===== src/mii_phy_map.svh =====
// timing constants and reset values for the phy side mii data path
// assumes a single reference clock feeding all logic of the block
`ifndef MII_PHY_MAP_SVH
`define MII_PHY_MAP_SVH

// ----------------------------------------------------------------
// clock rates in khz
// ----------------------------------------------------------------
`define REF_CLK_KHZ 200000
`define MII_CLK_100_KHZ 25000
`define MII_CLK_10_KHZ 2500

// ----------------------------------------------------------------
// derived half periods in reference cycles
// ----------------------------------------------------------------
`define HALF_100_CYC (`REF_CLK_KHZ / (2 * `MII_CLK_100_KHZ))
`define HALF_10_CYC (`REF_CLK_KHZ / (2 * `MII_CLK_10_KHZ))

// ----------------------------------------------------------------
// reset values
// ----------------------------------------------------------------
`define NIB_RST 4'h0
`define CNT_RST 6'h00

`endif


===== src/mii_phy_pkg.sv =====
// types shared by the phy side mii data path
// assumes the map header supplies all numeric constants
package mii_phy_pkg;

	// ----------------------------------------------------------------
	// receive framing state
	// ----------------------------------------------------------------
	typedef enum logic [1:0] {
		rx_idle = 2'b01,
		rx_frame = 2'b10
	} rx_state_type;

	typedef logic [3:0] nibble_type;

endpackage : mii_phy_pkg


===== src/phy_mii_data_interface.sv =====
// phy side mii data path: receive framing toward the mac, transmit sampling
// assumes pcs strobes arrive on ref_clk; mac pins and tristate pin are asynchronous
`timescale 1ns/10ps
`include "mii_phy_map.svh"

module phy_mii_data_interface (
	// clock and reset
	input wire logic ref_clk,
	input wire logic rst,
	// mode
	input wire logic speed_100,
	input wire logic link_up,
	// pcs receive side
	input wire mii_phy_pkg::nibble_type pcs_rx_nib,
	input wire logic pcs_rx_nib_valid,
	input wire logic pcs_rx_sof,
	input wire logic pcs_rx_eof,
	input wire logic pcs_rx_sig_err,
	input wire logic pcs_rx_code_err,
	input wire logic pcs_false_carrier,
	// mii receive pins
	output logic rx_clk,
	output mii_phy_pkg::nibble_type rxd,
	output logic rx_dv,
	output logic rx_er,
	output logic rx_er_oe,
	input wire logic receive_tristate_control,
	// mii transmit pins
	output logic tx_clk,
	input wire mii_phy_pkg::nibble_type txd,
	input wire logic tx_en,
	// media transmit side
	output mii_phy_pkg::nibble_type media_tx_nib,
	output logic media_tx_valid,
	output logic media_tx_active
);
	import mii_phy_pkg::*;

	// ----------------------------------------------------------------
	// clock dividers
	// ----------------------------------------------------------------
	function automatic logic [5:0] half_last(input logic fast);
		half_last = fast ? 6'((`HALF_100_CYC) - 1) : 6'((`HALF_10_CYC) - 1);
	endfunction : half_last

	logic [5:0] tx_cnt_q, tx_cnt_d, rx_cnt_q, rx_cnt_d;
	logic tx_clk_q, tx_clk_d, rx_clk_q, rx_clk_d;
	logic link_q;
	logic link_rise, tx_rise, rx_fall, tx_wrap, rx_wrap;

	assign link_rise = link_up && !link_q;
	assign tx_wrap = tx_cnt_q >= half_last(speed_100);
	assign rx_wrap = rx_cnt_q >= half_last(speed_100);
	assign tx_rise = tx_wrap && !tx_clk_q;
	assign rx_fall = rx_wrap && rx_clk_q && !link_rise;

	always_comb begin
		tx_cnt_d = tx_cnt_q + 6'h01;
		tx_clk_d = tx_clk_q;
		if (tx_wrap) begin
			tx_cnt_d = `CNT_RST;
			tx_clk_d = !tx_clk_q;
		end
		rx_cnt_d = rx_cnt_q + 6'h01;
		rx_clk_d = rx_clk_q;
		if (link_rise) begin
			rx_cnt_d = `CNT_RST;
			rx_clk_d = 1'b0;
		end else if (rx_wrap) begin
			rx_cnt_d = `CNT_RST;
			rx_clk_d = !rx_clk_q;
		end
	end

	always_ff @(posedge ref_clk) begin
		if (rst) begin
			tx_cnt_q <= `CNT_RST;
			rx_cnt_q <= `CNT_RST;
			tx_clk_q <= 1'b0;
			rx_clk_q <= 1'b0;
			link_q <= 1'b0;
		end else begin
			tx_cnt_q <= tx_cnt_d;
			rx_cnt_q <= rx_cnt_d;
			tx_clk_q <= tx_clk_d;
			rx_clk_q <= rx_clk_d;
			link_q <= link_up;
		end
	end

	assign tx_clk = tx_clk_q;
	assign rx_clk = rx_clk_q;

	// ----------------------------------------------------------------
	// pin synchronisers
	// ----------------------------------------------------------------
	nibble_type txd_s1, txd_s2;
	logic txen_s1, txen_s2, tri_s1, tri_s2;

	always_ff @(posedge ref_clk) begin
		if (rst) begin
			txd_s1 <= `NIB_RST;
			txd_s2 <= `NIB_RST;
			txen_s1 <= 1'b0;
			txen_s2 <= 1'b0;
			tri_s1 <= 1'b0;
			tri_s2 <= 1'b0;
		end else begin
			txd_s1 <= txd;
			txd_s2 <= txd_s1;
			txen_s1 <= tx_en;
			txen_s2 <= txen_s1;
			tri_s1 <= receive_tristate_control;
			tri_s2 <= tri_s1;
		end
	end

	assign rx_er_oe = !tri_s2;

	// ----------------------------------------------------------------
	// receive framing
	// ----------------------------------------------------------------
	rx_state_type st_q, st_d;
	nibble_type hold_q, hold_d, rxd_q, rxd_d;
	logic dv_q, dv_d, er_q, er_d, pend_q, pend_d, err_now;

	assign err_now = (st_q == rx_frame && pcs_rx_code_err) ||
		(st_q == rx_idle && pcs_false_carrier);

	always_comb begin
		st_d = st_q;
		hold_d = pcs_rx_nib_valid ? pcs_rx_nib : hold_q;
		pend_d = pend_q;
		rxd_d = rxd_q;
		dv_d = dv_q;
		er_d = er_q;
		unique case (st_q)
			rx_idle: begin
				if (pcs_rx_sof) begin
					st_d = rx_frame;
				end
			end
			rx_frame: begin
				if (pcs_rx_eof || pcs_rx_sig_err) begin
					st_d = rx_idle;
				end
			end
			default: begin
				st_d = rx_idle;
			end
		endcase
		if (rx_fall) begin
			rxd_d = hold_q;
			dv_d = (st_q == rx_frame);
			er_d = speed_100 && (pend_q || err_now);
			pend_d = 1'b0;
		end
		if (err_now) begin
			pend_d = 1'b1;
		end
	end

	always_ff @(posedge ref_clk) begin
		if (rst) begin
			st_q <= rx_idle;
			hold_q <= `NIB_RST;
			pend_q <= 1'b0;
			rxd_q <= `NIB_RST;
			dv_q <= 1'b0;
			er_q <= 1'b0;
		end else begin
			st_q <= st_d;
			hold_q <= hold_d;
			pend_q <= pend_d;
			rxd_q <= rxd_d;
			dv_q <= dv_d;
			er_q <= er_d;
		end
	end

	assign rxd = rxd_q;
	assign rx_dv = dv_q;
	assign rx_er = er_q;

	// ----------------------------------------------------------------
	// transmit sampling
	// ----------------------------------------------------------------
	nibble_type tnib_q, tnib_d;
	logic tval_q, tval_d, tact_q, tact_d;

	always_comb begin
		tnib_d = tnib_q;
		tval_d = 1'b0;
		tact_d = tact_q;
		if (tx_rise) begin
			tact_d = txen_s2;
			if (txen_s2) begin
				tnib_d = txd_s2;
				tval_d = 1'b1;
			end
		end
	end

	always_ff @(posedge ref_clk) begin
		if (rst) begin
			tnib_q <= `NIB_RST;
			tval_q <= 1'b0;
			tact_q <= 1'b0;
		end else begin
			tnib_q <= tnib_d;
			tval_q <= tval_d;
			tact_q <= tact_d;
		end
	end

	assign media_tx_nib = tnib_q;
	assign media_tx_valid = tval_q;
	assign media_tx_active = tact_q;
endmodule : phy_mii_data_interface


===== config.mk =====
export PLATFORM = sky130hd
export DESIGN_NAME = phy_mii_data_interface
export DESIGN_NICKNAME = d
export VERILOG_FILES = /design/src/mii_phy_pkg.sv /design/src/phy_mii_data_interface.sv
export VERILOG_INCLUDE_DIRS = /design/src
export SDC_FILE = /design/constraint.sdc
export NUM_CORES = 1
export LEC_CHECK = 0
export ABC_AREA = 1
export BUFFER_PORTS_ARGS = -buffer_cell sky130_fd_sc_hd__buf_2
export CAP_MARGIN = 20
export CORE_MARGIN = 8
export CORE_UTILIZATION = 53
export DETAILED_ROUTE_END_ITERATION = 12
export GPL_TIMING_DRIVEN = 0
export PLACE_DENSITY = 0.73
export REMOVE_ABC_BUFFERS = 1
export SLEW_MARGIN = 15
export SYNTH_ARGS = -nofsm -noshare
export SYNTH_HDL_FRONTEND = slang
export SYNTH_SLANG_ARGS = --single-unit

===== constraint.sdc =====
create_clock -name ref_clk -period 1.42 [get_ports ref_clk]
set_input_delay 0.142 -clock ref_clk [delete_from_list [all_inputs] [get_ports ref_clk]]
set_output_delay 0.142 -clock ref_clk [all_outputs]
set_load 0.02 [all_outputs]

==> metrics.txt, run 1 <==
# TYPE chip_impl_metric gauge
chip_impl_info{name="run_status",value="finished, final reports clean"} 1
chip_impl_metric{name="route.antenna.remaining_nets",unit=""} 0
chip_impl_metric{name="netlist_area",unit="mm^2"} 0.00180
chip_impl_metric{name="setup.reg_to_reg.worst_slack",unit="ns"} 0.06
chip_impl_metric{name="die_h",unit="um"} 74.2
chip_impl_metric{name="die_area",unit="mm^2"} 0.00551
chip_impl_metric{name="power_leakage",unit="nW"} 1.15
chip_impl_metric{name="worstPathMaxFanout",unit=""} 7
chip_impl_info{name="cp-start-kind",value="register"} 1
chip_impl_metric{name="area_growth",unit="%"} 26.9
chip_impl_metric{name="num-nets-final",unit=""} 307
chip_impl_metric{name="drive_above_1_share",unit="%"} 23.4
chip_impl_info{name="rr_startpoint",value="rx_cnt_q[2]"} 1
chip_impl_metric{name="depth_of_the_worst_register_to_register_path",unit=""} 8
chip_impl_metric{name="final_min_period_over_clock_period",unit="%"} 95.6
chip_impl_metric{name="initial_utilization",unit="%"} 54.7
chip_impl_metric{name="syn-instance-count",unit=""} 228
chip_impl_metric{name="final-hold-violation-count",unit=""} 0
chip_impl_metric{name="async_flop_share",unit="%"} 0
chip_impl_metric{name="sinks_on_the_clock_net",unit=""} 46
chip_impl_metric{name="timing.critical_path.arrival",unit="ns"} 1.61
chip_impl_metric{name="grt_antenna_before_repair",unit=""} 0
chip_impl_metric{name="post-dp-hpwl",unit="um"} 2130
chip_impl_metric{name="detail_route.first_pass.iterations",unit=""} 4
chip_impl_metric{name="worst_hold_slack",unit="ns"} 0.00749
chip_impl_metric{name="synth_cell_type_count",unit=""} 26
chip_impl_metric{name="route.vias.total",unit=""} 1475
chip_impl_info{name="holdPathEnd",value="hold_q[2]"} 1
chip_impl_metric{name="synth_enable_flop_cells",unit=""} 0
chip_impl_info{name="min-delay-start",value="pcs_rx_nib[2]"} 1
chip_impl_metric{name="number_of_buffers_created_by_cts",unit=""} 5
chip_impl_info{name="cts_tree",value="done"} 1
chip_impl_metric{name="ir_drop",unit="mV"} 0.667
chip_impl_metric{name="grt_usage",unit="%"} 12.6
chip_impl_metric{name="worst_setup_hold_path_clk_slew",unit="ns"} 0.13
chip_impl_metric{name="fp-row-count",unit=""} 21
chip_impl_metric{name="timing.final.crit_period",unit="ns"} 1.36
chip_impl_metric{name="average_cell_area_after_synthesis",unit="um^2"} 7.88
chip_impl_info{name="rsz0062_at_grt",value="yes"} 1
chip_impl_info{name="synth.top_cells.by_count",value="nor2_1 (60), dfxtp_1 (46), inv_1 (40)"} 1
chip_impl_metric{name="fp.coreArea",unit="mm^2"} 0.00328
chip_impl_metric{name="maximum_level_of_the_cts_h_tree",unit=""} 2
chip_impl_metric{name="antenna_cells",unit=""} 0
chip_impl_metric{name="cts_buffer_depth",unit=""} 2
chip_impl_metric{name="max-cap-violations",unit=""} 0
chip_impl_metric{name="grt_start_max_net_pins",unit=""} 20
chip_impl_metric{name="replace_congestion",unit=""} 0.804
chip_impl_metric{name="insertion_delay",unit="ns"} 0.35
chip_impl_info{name="ys_dominant_reg_cell",value="dfxtp_1"} 1
chip_impl_metric{name="route.detailed.vias_per_inst",unit=""} 4.50
chip_impl_metric{name="fmaxAchievable",unit="MHz"} 737
chip_impl_info{name="regToRegEndpoint",value="pend_q"} 1
chip_impl_metric{name="die_width",unit="um"} 74.2
chip_impl_metric{name="power.density_cell_area",unit="mW/mm^2"} 1020
chip_impl_info{name="synth.largest_area_cell",value="dfxtp_1"} 1
chip_impl_info{name="timing.setup.critical_path_class",value="reg -> reg"} 1
chip_impl_metric{name="grt_overflow",unit=""} 0
chip_impl_metric{name="timing_worst_slew_pin_value",unit="ns"} 0.327
chip_impl_metric{name="yosys_warnings",unit=""} 0
chip_impl_metric{name="detail_route.wirelength",unit="um"} 3350
chip_impl_metric{name="drc",unit=""} 0
chip_impl_metric{name="worst_hold_path.num_cells",unit=""} 3
chip_impl_metric{name="total_area_of_multi_input_combinational_cells",unit="um^2"} 762
chip_impl_metric{name="worst_clock_skew",unit="ns"} 0.00555
chip_impl_metric{name="timing.max_slew.rel_slack",unit="%"} 78.2
chip_impl_info{name="ys_top_cells_by_area",value="dfxtp_1 (51%), nor2_1 (13%), inv_1 (8.4%), nand2_1 (6.9%), ha_1 (4.2%)"} 1
chip_impl_metric{name="yosys_register_bits",unit=""} 46
chip_impl_metric{name="grt_pass1_wl",unit="um"} 5440
chip_impl_metric{name="first_global_vias",unit=""} 1353
chip_impl_metric{name="final-max-slew-violation-count",unit=""} 0
chip_impl_info{name="cell_at_the_root_of_the_clock_tree",value="clkbuf_4"} 1
chip_impl_metric{name="top_level_ports",unit=""} 35
chip_impl_metric{name="synth_largest_type_area_fraction",unit="%"} 51.3
chip_impl_metric{name="combined_flip_flop_and_latch_cell_area",unit="um^2"} 931
chip_impl_metric{name="routed_wire_length_per_instance",unit="um"} 10.2
chip_impl_metric{name="ys_seq_area_share",unit="%"} 51.3
chip_impl_metric{name="io_buffers",unit=""} 34
chip_impl_info{name="worst_hold_path_type",value="in -> reg"} 1
chip_impl_metric{name="layout.filler_cells",unit=""} 283
chip_impl_metric{name="drt_iter0_drc",unit=""} 74
chip_impl_metric{name="finalSetupViolCount",unit=""} 0
chip_impl_info{name="end_kind",value="register"} 1
chip_impl_metric{name="layout.core_utilization",unit="%"} 69.4
chip_impl_info{name="synth.most_common_cell",value="nor2_1"} 1
chip_impl_metric{name="required",unit="ns"} 1.68
-- how the worst max path moves through the flow --
| stage | startpoint | end | slack [ns] |
|---|---|---|---|
| finish | rx_cnt_q[2] | pend_q | 0.06 |
| global route | tx_cnt_q[2] | media_tx_nib[1] | -0.03 |
| CTS | rx_cnt_q[2] | pend_q | 0.01 |
| detailed placement | rx_cnt_q[2] | rx_cnt_q[2] | 0.0006 |
| global placement | rx_cnt_q[2] | rx_cnt_q[2] | 0.02 |
| floorplan | rx_cnt_q[2] | pend_q | 0.15 |
-- layer usage --
metal	vias up	global-route usage (%)	part of all wire [%]
met5	-	0	0
met4	0	4.57	1.5
met3	7	5.12	4.9
met2	20	20.4	48
met1	653	14.5	46
li1	795	-	-
-- stage by stage --
stage | setup WS (ns) | TNS, ns | power, W | area [um^2] | std cells
after floorplan | 0.152 | 0 | 0.00148 | 1770 | 224
after global placement | 0.0165 | 0 | 0.00154 | 2000 | 304
after detailed placement | 0.000601 | 0 | 0.00154 | 2000 | 304
after CTS | 0.0110 | 0 | 0.00231 | 2170 | 322
after global routing | -0.0273 | -0.132 | 0.00242 | 2280 | 328
final | 0.0625 | 0 | 0.00232 | 2280 | 328
-- sequential cells by signal, indices dropped and copies added (netlist names), 2 cells and up --
name,flops
rx_cnt_q,6
tx_cnt_q,6
hold_q,4
media_tx_nib,4
rxd,4
txd_s1,4
txd_s2,4
st_q,2
-- critical path, stage by stage, from the launching register on --
cell and delay (ns):
dfxtp_4 0.38, ha_4 0.26, nand2_2 0.04, nand3_2 0.07, nand2_2 0.07, nand2_4 0.10, nand3_4 0.12, o21bai_1 0.18
inv_1 0.05
-- final cells by class --
class,count,area share [%]
inverters,41,6.75
clock inverters,1,1.32
well taps,46,2.52
flip-flops and latches,46,40.8
clock buffers,7,1.98
repair buffers,48,13.2
multi-input cells,139,33.4
-- cells in the final DEF (no fill, tap or decap), types with 2 or more instances in the layout --
cell           count
xor2_1             3
buf_4              4
nand2_1           30
dlygate4sd3_1     10
nor3_1             2
nand2_4            3
nand3_1            3
dfxtp_1           42
ha_1               5
nand2_2            5
inv_1             40
a21oi_1            4
dfxtp_2            2
dfxtp_4            2
buf_2             34
clkbuf_1           2
nor3b_1            2
nor2_1            60
clkbuf_4           5
nand3_2            4
o21ai_0            6
nand4_1            3
nand3_4            3
-- where the power goes --
group	switching (W)	total (W)	leakage [nW]	internal (W)
sequential	0.0000248	0.00136	0.378	0.00134
combinational	0.000101	0.000189	0.729	0.0000883
clock	0.000394	0.000768	0.0395	0.000374
-- cell families (layout without fill, tap and decap cells) --
kind of cell | count (synthesis) | count (layout) | synth area share [%]
and+or+nand+nor | 115 | 117 | 28.8
DFF | 46 | 46 | 51.3
buffers and inverters | 45 | 97 | 10.1
AOI/OAI and AO/OA | 12 | 12 | 3.69
adders and majority gates | 6 | 6 | 4.18
xor gates and xnor gates | 4 | 4 | 1.95
-- what timing repair did --
action | CTS | global route
buffers inserted | 1 | 3
gates cloned | 0 | 2
pin swaps | 0 | 7
hold buffers | 9 | 1
endpoints found under the setup margin | 3 | 14
resized for setup | 1 | 14
endpoints found under the hold margin | 9 | 1
Note: power is estimated with default switching activity, not from simulation.
==> run 2: changes to the inputs <==
BUFFER_PORTS_ARGS = -buffer_cell sky130_fd_sc_hd__buf_4   (was -buffer_cell sky130_fd_sc_hd__buf_2)
==> metrics.txt, run 2 (synthesis gave the netlist of run 1 again) <==
# TYPE chip_impl_metric gauge
chip_impl_info{name="run_status",value="finished, final reports clean"} 1
chip_impl_metric{name="die_area",unit="mm^2"} 0.00551
chip_impl_metric{name="power_switching_share",unit="%"} 23.9
chip_impl_info{name="worst_hold_path_type",value="in -> reg"} 1
chip_impl_metric{name="layout.filler_cells",unit=""} 259
chip_impl_info{name="min-delay-start",value="pcs_rx_nib[2]"} 1
chip_impl_metric{name="die_width",unit="um"} 74.2
chip_impl_metric{name="timing_worst_slew_pin_value",unit="ns"} 0.335
chip_impl_metric{name="finalSetupViolCount",unit=""} 0
chip_impl_info{name="final_cell_mix",value="nor2_1 (59), dfxtp_1 (42), inv_1 (40), buf_4 (36), nand2_1 (30)"} 1
chip_impl_metric{name="route.detailed.vias_per_inst",unit=""} 4.42
chip_impl_metric{name="sinks_on_the_clock_net",unit=""} 46
chip_impl_metric{name="power.density_cell_area",unit="mW/mm^2"} 940
chip_impl_info{name="grt.busiest_layer",value="met2"} 1
chip_impl_metric{name="detail_route.wirelength",unit="um"} 3310
chip_impl_metric{name="antenna_cells",unit=""} 0
chip_impl_metric{name="die_h",unit="um"} 74.2
chip_impl_info{name="rr_startpoint",value="rx_cnt_q[2]"} 1
chip_impl_info{name="cp-start-kind",value="register"} 1
chip_impl_metric{name="first_global_vias",unit=""} 1372
chip_impl_metric{name="timing.max_slew.rel_slack",unit="%"} 77.6
chip_impl_metric{name="fmaxAchievable",unit="MHz"} 742
chip_impl_metric{name="num-nets-final",unit=""} 305
chip_impl_metric{name="gr-usage-met2",unit="%"} 20.8
chip_impl_info{name="cell_at_the_root_of_the_clock_tree",value="clkbuf_4"} 1
chip_impl_metric{name="grt.met1_usage",unit="%"} 16.1
chip_impl_metric{name="timing.final.crit_period",unit="ns"} 1.35
chip_impl_metric{name="cts_buffer_depth",unit=""} 2
chip_impl_metric{name="post-dp-hpwl",unit="um"} 2140
chip_impl_metric{name="drive_above_1_share",unit="%"} 24.6
chip_impl_metric{name="route.vias.total",unit=""} 1442
chip_impl_metric{name="insertion_delay",unit="ns"} 0.35
chip_impl_metric{name="final-hold-violation-count",unit=""} 0
chip_impl_metric{name="grt_pass1_wl",unit="um"} 5740
chip_impl_metric{name="combPwrFrac",unit="%"} 9.3
chip_impl_metric{name="initial_utilization",unit="%"} 54.7
chip_impl_info{name="timing.setup.critical_path_class",value="reg -> reg"} 1
chip_impl_metric{name="route.antenna.remaining_nets",unit=""} 0
chip_impl_metric{name="grt_usage",unit="%"} 13.4
chip_impl_metric{name="area_growth",unit="%"} 30.6
chip_impl_metric{name="required",unit="ns"} 1.68
chip_impl_metric{name="maximum_level_of_the_cts_h_tree",unit=""} 2
chip_impl_metric{name="clock_power_share",unit="%"} 29.0
chip_impl_metric{name="switching_power",unit="W"} 0.000528
chip_impl_metric{name="fp-row-count",unit=""} 21
chip_impl_metric{name="ir_drop",unit="mV"} 0.841
chip_impl_metric{name="routed_wire_length_per_instance",unit="um"} 10.2
chip_impl_metric{name="timing.critical_path.arrival",unit="ns"} 1.61
chip_impl_metric{name="setup.reg_to_reg.worst_slack",unit="ns"} 0.07
chip_impl_metric{name="worst_setup_hold_path_clk_slew",unit="ns"} 0.13
chip_impl_metric{name="final_min_period_over_clock_period",unit="%"} 95.0
chip_impl_metric{name="grt_overflow",unit=""} 0
chip_impl_metric{name="detail_route.first_pass.iterations",unit=""} 4
chip_impl_metric{name="power_leakage",unit="nW"} 1.14
chip_impl_metric{name="final-max-slew-violation-count",unit=""} 0
chip_impl_metric{name="max-cap-violations",unit=""} 0
chip_impl_metric{name="depth_of_the_worst_register_to_register_path",unit=""} 8
chip_impl_metric{name="drt_iter0_drc",unit=""} 76
chip_impl_metric{name="worst_hold_path.num_cells",unit=""} 3
chip_impl_metric{name="worst_hold_slack",unit="ns"} 0.00675
chip_impl_metric{name="grt_start_max_net_pins",unit=""} 20
chip_impl_metric{name="grt_antenna_before_repair",unit=""} 0
chip_impl_info{name="cts_tree",value="done"} 1
chip_impl_metric{name="pre_cts_slack",unit="ns"} -0.0124
chip_impl_info{name="final_common_cell",value="nor2_1"} 1
chip_impl_metric{name="worst_clock_skew",unit="ns"} 0.00552
chip_impl_metric{name="number_of_buffers_created_by_cts",unit=""} 5
chip_impl_metric{name="fp.coreArea",unit="mm^2"} 0.00328
chip_impl_metric{name="replace_congestion",unit=""} 0.785
chip_impl_info{name="holdPathEnd",value="hold_q[2]"} 1
chip_impl_info{name="rsz0062_at_grt",value="yes"} 1
chip_impl_metric{name="cell_internal_pwr",unit="W"} 0.00168
chip_impl_metric{name="final_critical_path_setup_slack",unit="ns"} 0.0716
chip_impl_metric{name="drc",unit=""} 0
chip_impl_metric{name="top_level_ports",unit=""} 35
chip_impl_info{name="reg_top3",value="rx_cnt_q x6, tx_cnt_q x6"} 1
chip_impl_metric{name="io_buffers",unit=""} 34
chip_impl_metric{name="worstPathMaxFanout",unit=""} 7
chip_impl_metric{name="use_met3",unit="%"} 6.06
chip_impl_metric{name="seq_power_share",unit="%"} 61.7
chip_impl_info{name="end_kind",value="register"} 1
chip_impl_info{name="regToRegEndpoint",value="pend_q"} 1
run 2: timing repair:
item,in CTS,in global routing
setup endpoints to repair,4,25
gates cloned,1,1
setup buffers,1,2
hold buffers,7,2
pin swaps,0,3
hold endpoints to repair,7,2
resized for setup,0,18
run 2: critical path: stages (launching register included):
cell      delay [ns]
dfxtp_4         0.39
ha_4            0.26
nand2_2         0.05
nand3_2         0.07
nand2_2         0.07
nand2_4         0.09
nand3_4         0.12
o21bai_1        0.16
inv_1           0.05
run 2: power groups by stage:
stage / Clock, W / Sequential (W) / Combinational (W)
4_1_cts: 0.000662 / 0.00136 / 0.000184
2_1_floorplan: 0 / 0.00139 / 0.0000894
6_report: 0.000639 / 0.00136 / 0.000205
3_5_place_dp: 0 / 0.00139 / 0.000165
5_1_grt: 0.000737 / 0.00137 / 0.000236
3_3_place_gp: 0 / 0.00139 / 0.000162
run 2: layout make-up:
cell class | count | area [um^2] | share of cell area (%)
Tap cell | 46 | 57.6 | 2.45
Inverter | 41 | 154 | 6.56
Multi-Input combinational cell | 139 | 769 | 32.8
Clock buffer | 6 | 51.3 | 2.19
Timing Repair Buffer | 46 | 372 | 15.8
Sequential cell | 46 | 931 | 39.7
Clock inverter | 2 | 12.5 | 0.533
run 2: worst max path at each step:
stage                startpoint          end  slack [ns]  cells past startpoint
floorplan           rx_cnt_q[2]       pend_q        0.15                      8
detailed placement  rx_cnt_q[2]  rx_cnt_q[2]       -0.01                      6
CTS                 tx_cnt_q[2]  tx_cnt_q[2]       0.002                      6
finish              rx_cnt_q[2]       pend_q        0.07                      8
global placement    rx_cnt_q[2]  rx_cnt_q[2]       0.006                      6
global route        rx_cnt_q[2]       rxd[1]       -0.02                      9
run 2: metrics by stage:
| stage | cells | setup TNS [ns] | util (%) | total power [W] | cell area, um^2 |
|---|---|---|---|---|---|
| 2_1_floorplan | 224 | 0 | - | 0.00148 | 1770 |
| 4_1_cts | 321 | 0 | 68.0 | 0.00221 | 2230 |
| 3_5_place_dp | 304 | -0.0124 | 63.4 | 0.00156 | 2080 |
| 3_3_place_gp | 304 | 0 | 63.4 | 0.00155 | 2080 |
| 5_1_grt | 326 | -0.0662 | 71.5 | 0.00234 | 2350 |
| 6_report | 326 | 0 | 71.5 | 0.00221 | 2350 |
run 2: layer usage:
metal | part of all wire (%) | vias up
met5 | 0 | -
met4 | 0.51 | 0
met3 | 6.2 | 2
met2 | 47 | 22
met1 | 46 | 625
li1 | - | 793
==> run 3: changes to the inputs <==
REMOVE_ABC_BUFFERS = not set   (was 1)
==> metrics.txt, run 3 (synthesis gave the netlist of run 1 again) <==
# TYPE chip_impl_metric gauge
chip_impl_metric{name="worst_setup_hold_path_clk_slew",unit="ns"} 0.13
chip_impl_info{name="final_cell_mix",value="nor2_1 (58), buf_4 (43), inv_1 (40), dfxtp_1 (40), nand2_1 (28)"} 1
chip_impl_metric{name="worst_hold_slack",unit="ns"} 0.0355
chip_impl_metric{name="cts_buffer_depth",unit=""} 2
chip_impl_metric{name="power_leakage",unit="nW"} 1.22
chip_impl_info{name="crit_path_cell_trace",value="ha_4, nand2_2, nand3_2, nand2_2, nand2_4, nand3_4, buf_8, o21bai_1, inv_1"} 1
chip_impl_metric{name="critPathMaxStageDelay",unit="ns"} 0.38
chip_impl_info{name="final_common_cell",value="nor2_1"} 1
chip_impl_metric{name="final_non_filler_cells",unit=""} 338
chip_impl_metric{name="antenna_cells",unit=""} 0
chip_impl_metric{name="maximum_level_of_the_cts_h_tree",unit=""} 2
chip_impl_metric{name="grt_pass1_wl",unit="um"} 5860
chip_impl_metric{name="top_level_ports",unit=""} 35
chip_impl_metric{name="route.vias.total",unit=""} 1513
chip_impl_metric{name="drive_above_1_share",unit="%"} 29.1
chip_impl_metric{name="grt_usage",unit="%"} 13.9
chip_impl_metric{name="fp-row-count",unit=""} 21
chip_impl_info{name="run_status",value="finished, final reports clean"} 1
chip_impl_metric{name="detail_route.first_pass.iterations",unit=""} 4
chip_impl_info{name="rsz0062_at_grt",value="yes"} 1
chip_impl_metric{name="die_area",unit="mm^2"} 0.00551
chip_impl_metric{name="final-hold-violation-count",unit=""} 0
chip_impl_info{name="cell_at_the_root_of_the_clock_tree",value="clkbuf_4"} 1
chip_impl_metric{name="fmaxAchievable",unit="MHz"} 707
chip_impl_info{name="cp-start-kind",value="register"} 1
chip_impl_metric{name="final_min_period_over_clock_period",unit="%"} 99.6
chip_impl_info{name="worst_hold_path_type",value="in -> reg"} 1
chip_impl_metric{name="detail_route.wirelength",unit="um"} 3750
chip_impl_info{name="end_kind",value="register"} 1
chip_impl_metric{name="sinks_on_the_clock_net",unit=""} 46
chip_impl_metric{name="layout.filler_cells",unit=""} 259
chip_impl_metric{name="worstPathMaxFanout",unit=""} 5
chip_impl_metric{name="number_of_cells_after_detailed_placement",unit=""} 307
chip_impl_metric{name="route.detailed.vias_per_inst",unit=""} 4.48
chip_impl_metric{name="die_h",unit="um"} 74.2
chip_impl_metric{name="die_width",unit="um"} 74.2
chip_impl_info{name="timing.setup.critical_path_class",value="reg -> reg"} 1
chip_impl_metric{name="post-dp-hpwl",unit="um"} 2370
chip_impl_metric{name="insertion_delay",unit="ns"} 0.36
chip_impl_metric{name="num-nets-final",unit=""} 317
chip_impl_metric{name="max-cap-violations",unit=""} 0
chip_impl_info{name="cp_common_cell",value="nand2_2"} 1
chip_impl_metric{name="number_of_buffers_created_by_cts",unit=""} 5
chip_impl_metric{name="timing.max_slew.rel_slack",unit="%"} 71.7
chip_impl_info{name="critical-path-top-delay-family",value="flip-flops"} 1
chip_impl_info{name="cts_tree",value="done"} 1
chip_impl_metric{name="drt_iter0_drc",unit=""} 49
chip_impl_metric{name="power.density_cell_area",unit="mW/mm^2"} 948
chip_impl_metric{name="fp.coreArea",unit="mm^2"} 0.00328
chip_impl_metric{name="layout.core_utilization",unit="%"} 75.9
chip_impl_metric{name="timing.critical_path.arrival",unit="ns"} 1.68
chip_impl_metric{name="initial_utilization",unit="%"} 54.7
chip_impl_metric{name="io_buffers",unit=""} 33
chip_impl_metric{name="worst_clock_skew",unit="ns"} 0.00502
chip_impl_metric{name="finalSetupViolCount",unit=""} 0
chip_impl_metric{name="first_global_vias",unit=""} 1418
chip_impl_metric{name="grt_start_max_net_pins",unit=""} 15
chip_impl_metric{name="final-max-slew-violation-count",unit=""} 0
chip_impl_metric{name="synth.net_count",unit=""} 254
chip_impl_metric{name="timing_worst_slew_pin_value",unit="ns"} 0.424
chip_impl_metric{name="required",unit="ns"} 1.69
chip_impl_metric{name="ir_drop",unit="mV"} 0.803
chip_impl_info{name="reg_top3",value="rx_cnt_q x6, tx_cnt_q x6"} 1
chip_impl_metric{name="drc",unit=""} 0
chip_impl_info{name="crit_slowest_cell",value="dfxtp_4"} 1
chip_impl_metric{name="grt_overflow",unit=""} 0
chip_impl_metric{name="area_growth",unit="%"} 38.7
chip_impl_metric{name="routed_wire_length_per_instance",unit="um"} 11.1
chip_impl_metric{name="grt_antenna_before_repair",unit=""} 0
chip_impl_metric{name="timing.final.crit_period",unit="ns"} 1.41
chip_impl_metric{name="replace_congestion",unit=""} 0.715
chip_impl_metric{name="cp.buffers_inverters",unit=""} 2
chip_impl_metric{name="route.antenna.remaining_nets",unit=""} 0
-- run 3: changes by cell type in the layout (fill, tap and decap cells not counted), sizes merged --
cell | previous run | this run
clkinv | 1 | 2
bufinv | 0 | 1
clkinvlp | 1 | 0
buf | 37 | 47
nand3 | 10 | 9
dlygate4sd3 | 9 | 11
-- run 3: layer usage --
layer  track usage (%)  share of wire (%)  up-vias
met5                 0                  0        -
met2              23.7                 51       21
met4              7.17                2.2        0
met3              4.99                4.1       10
li1                  -                  -      812
met1              14.8                 42      670
-- run 3: layout make-up --
cell class              instances  area [um^2]  area share, %
plain buffers                   4         31.3           1.26
multi-input cells             138          777           31.2
well taps                      46         57.6           2.31
repair buffers                 55          462           18.5
clock buffers                   5         37.5           1.51
flip-flops and latches         46          933           37.4
inverters                      41          154           6.17
clock inverters                 3         40.0           1.61
-- run 3: timing repair --
action	CTS	global route
resized for setup	2	23
endpoints found under the setup margin	10	14
hold endpoints to repair	11	0
buffers inserted	1	9
gates cloned	0	2
pin swaps	0	9
hold buffers	11	0
-- run 3: worst register-to-register path, delay by kind of cell, from the launching register on --
kind	cells	cell delay, ns
fa+ha+maj	1	0.26
buf+inv	2	0.21
flops	1	0.38
compound gates	1	0.13
simple gates	5	0.36
-- run 3: final timing paths --
path	startpoint	to	slack, ns	depth (start not counted)
worst max-delay path	rx_cnt_q[2]	pend_q	0.006	9
worst min-delay path	rst	media_tx_active	0.04	2
worst max register to register	rx_cnt_q[2]	pend_q	0.006	9
worst min register to register	txd_s1[3]	txd_s2[3]	0.41	2
-- run 3: power by group --
group / leakage (nW) / internal (W) / switching [W]
clock: 0.0450 / 0.000365 / 0.000404
sequential: 0.379 / 0.00134 / 0.0000265
combinational: 0.794 / 0.000117 / 0.000111
total: 1.22 / 0.00182 / 0.000542
-- run 3: through the flow --
stage          TNS [ns]  power [W]  setup slack [ns]  instance area (um^2)
4_1_cts               0    0.00236           0.00323                  2300
3_5_place_dp    -0.0460    0.00156           -0.0179                  2100
5_1_grt          -0.407    0.00249           -0.0799                  2490
2_1_floorplan         0    0.00149             0.100                  1800
6_report              0    0.00236           0.00613                  2490
3_3_place_gp          0    0.00156           0.00264                  2100
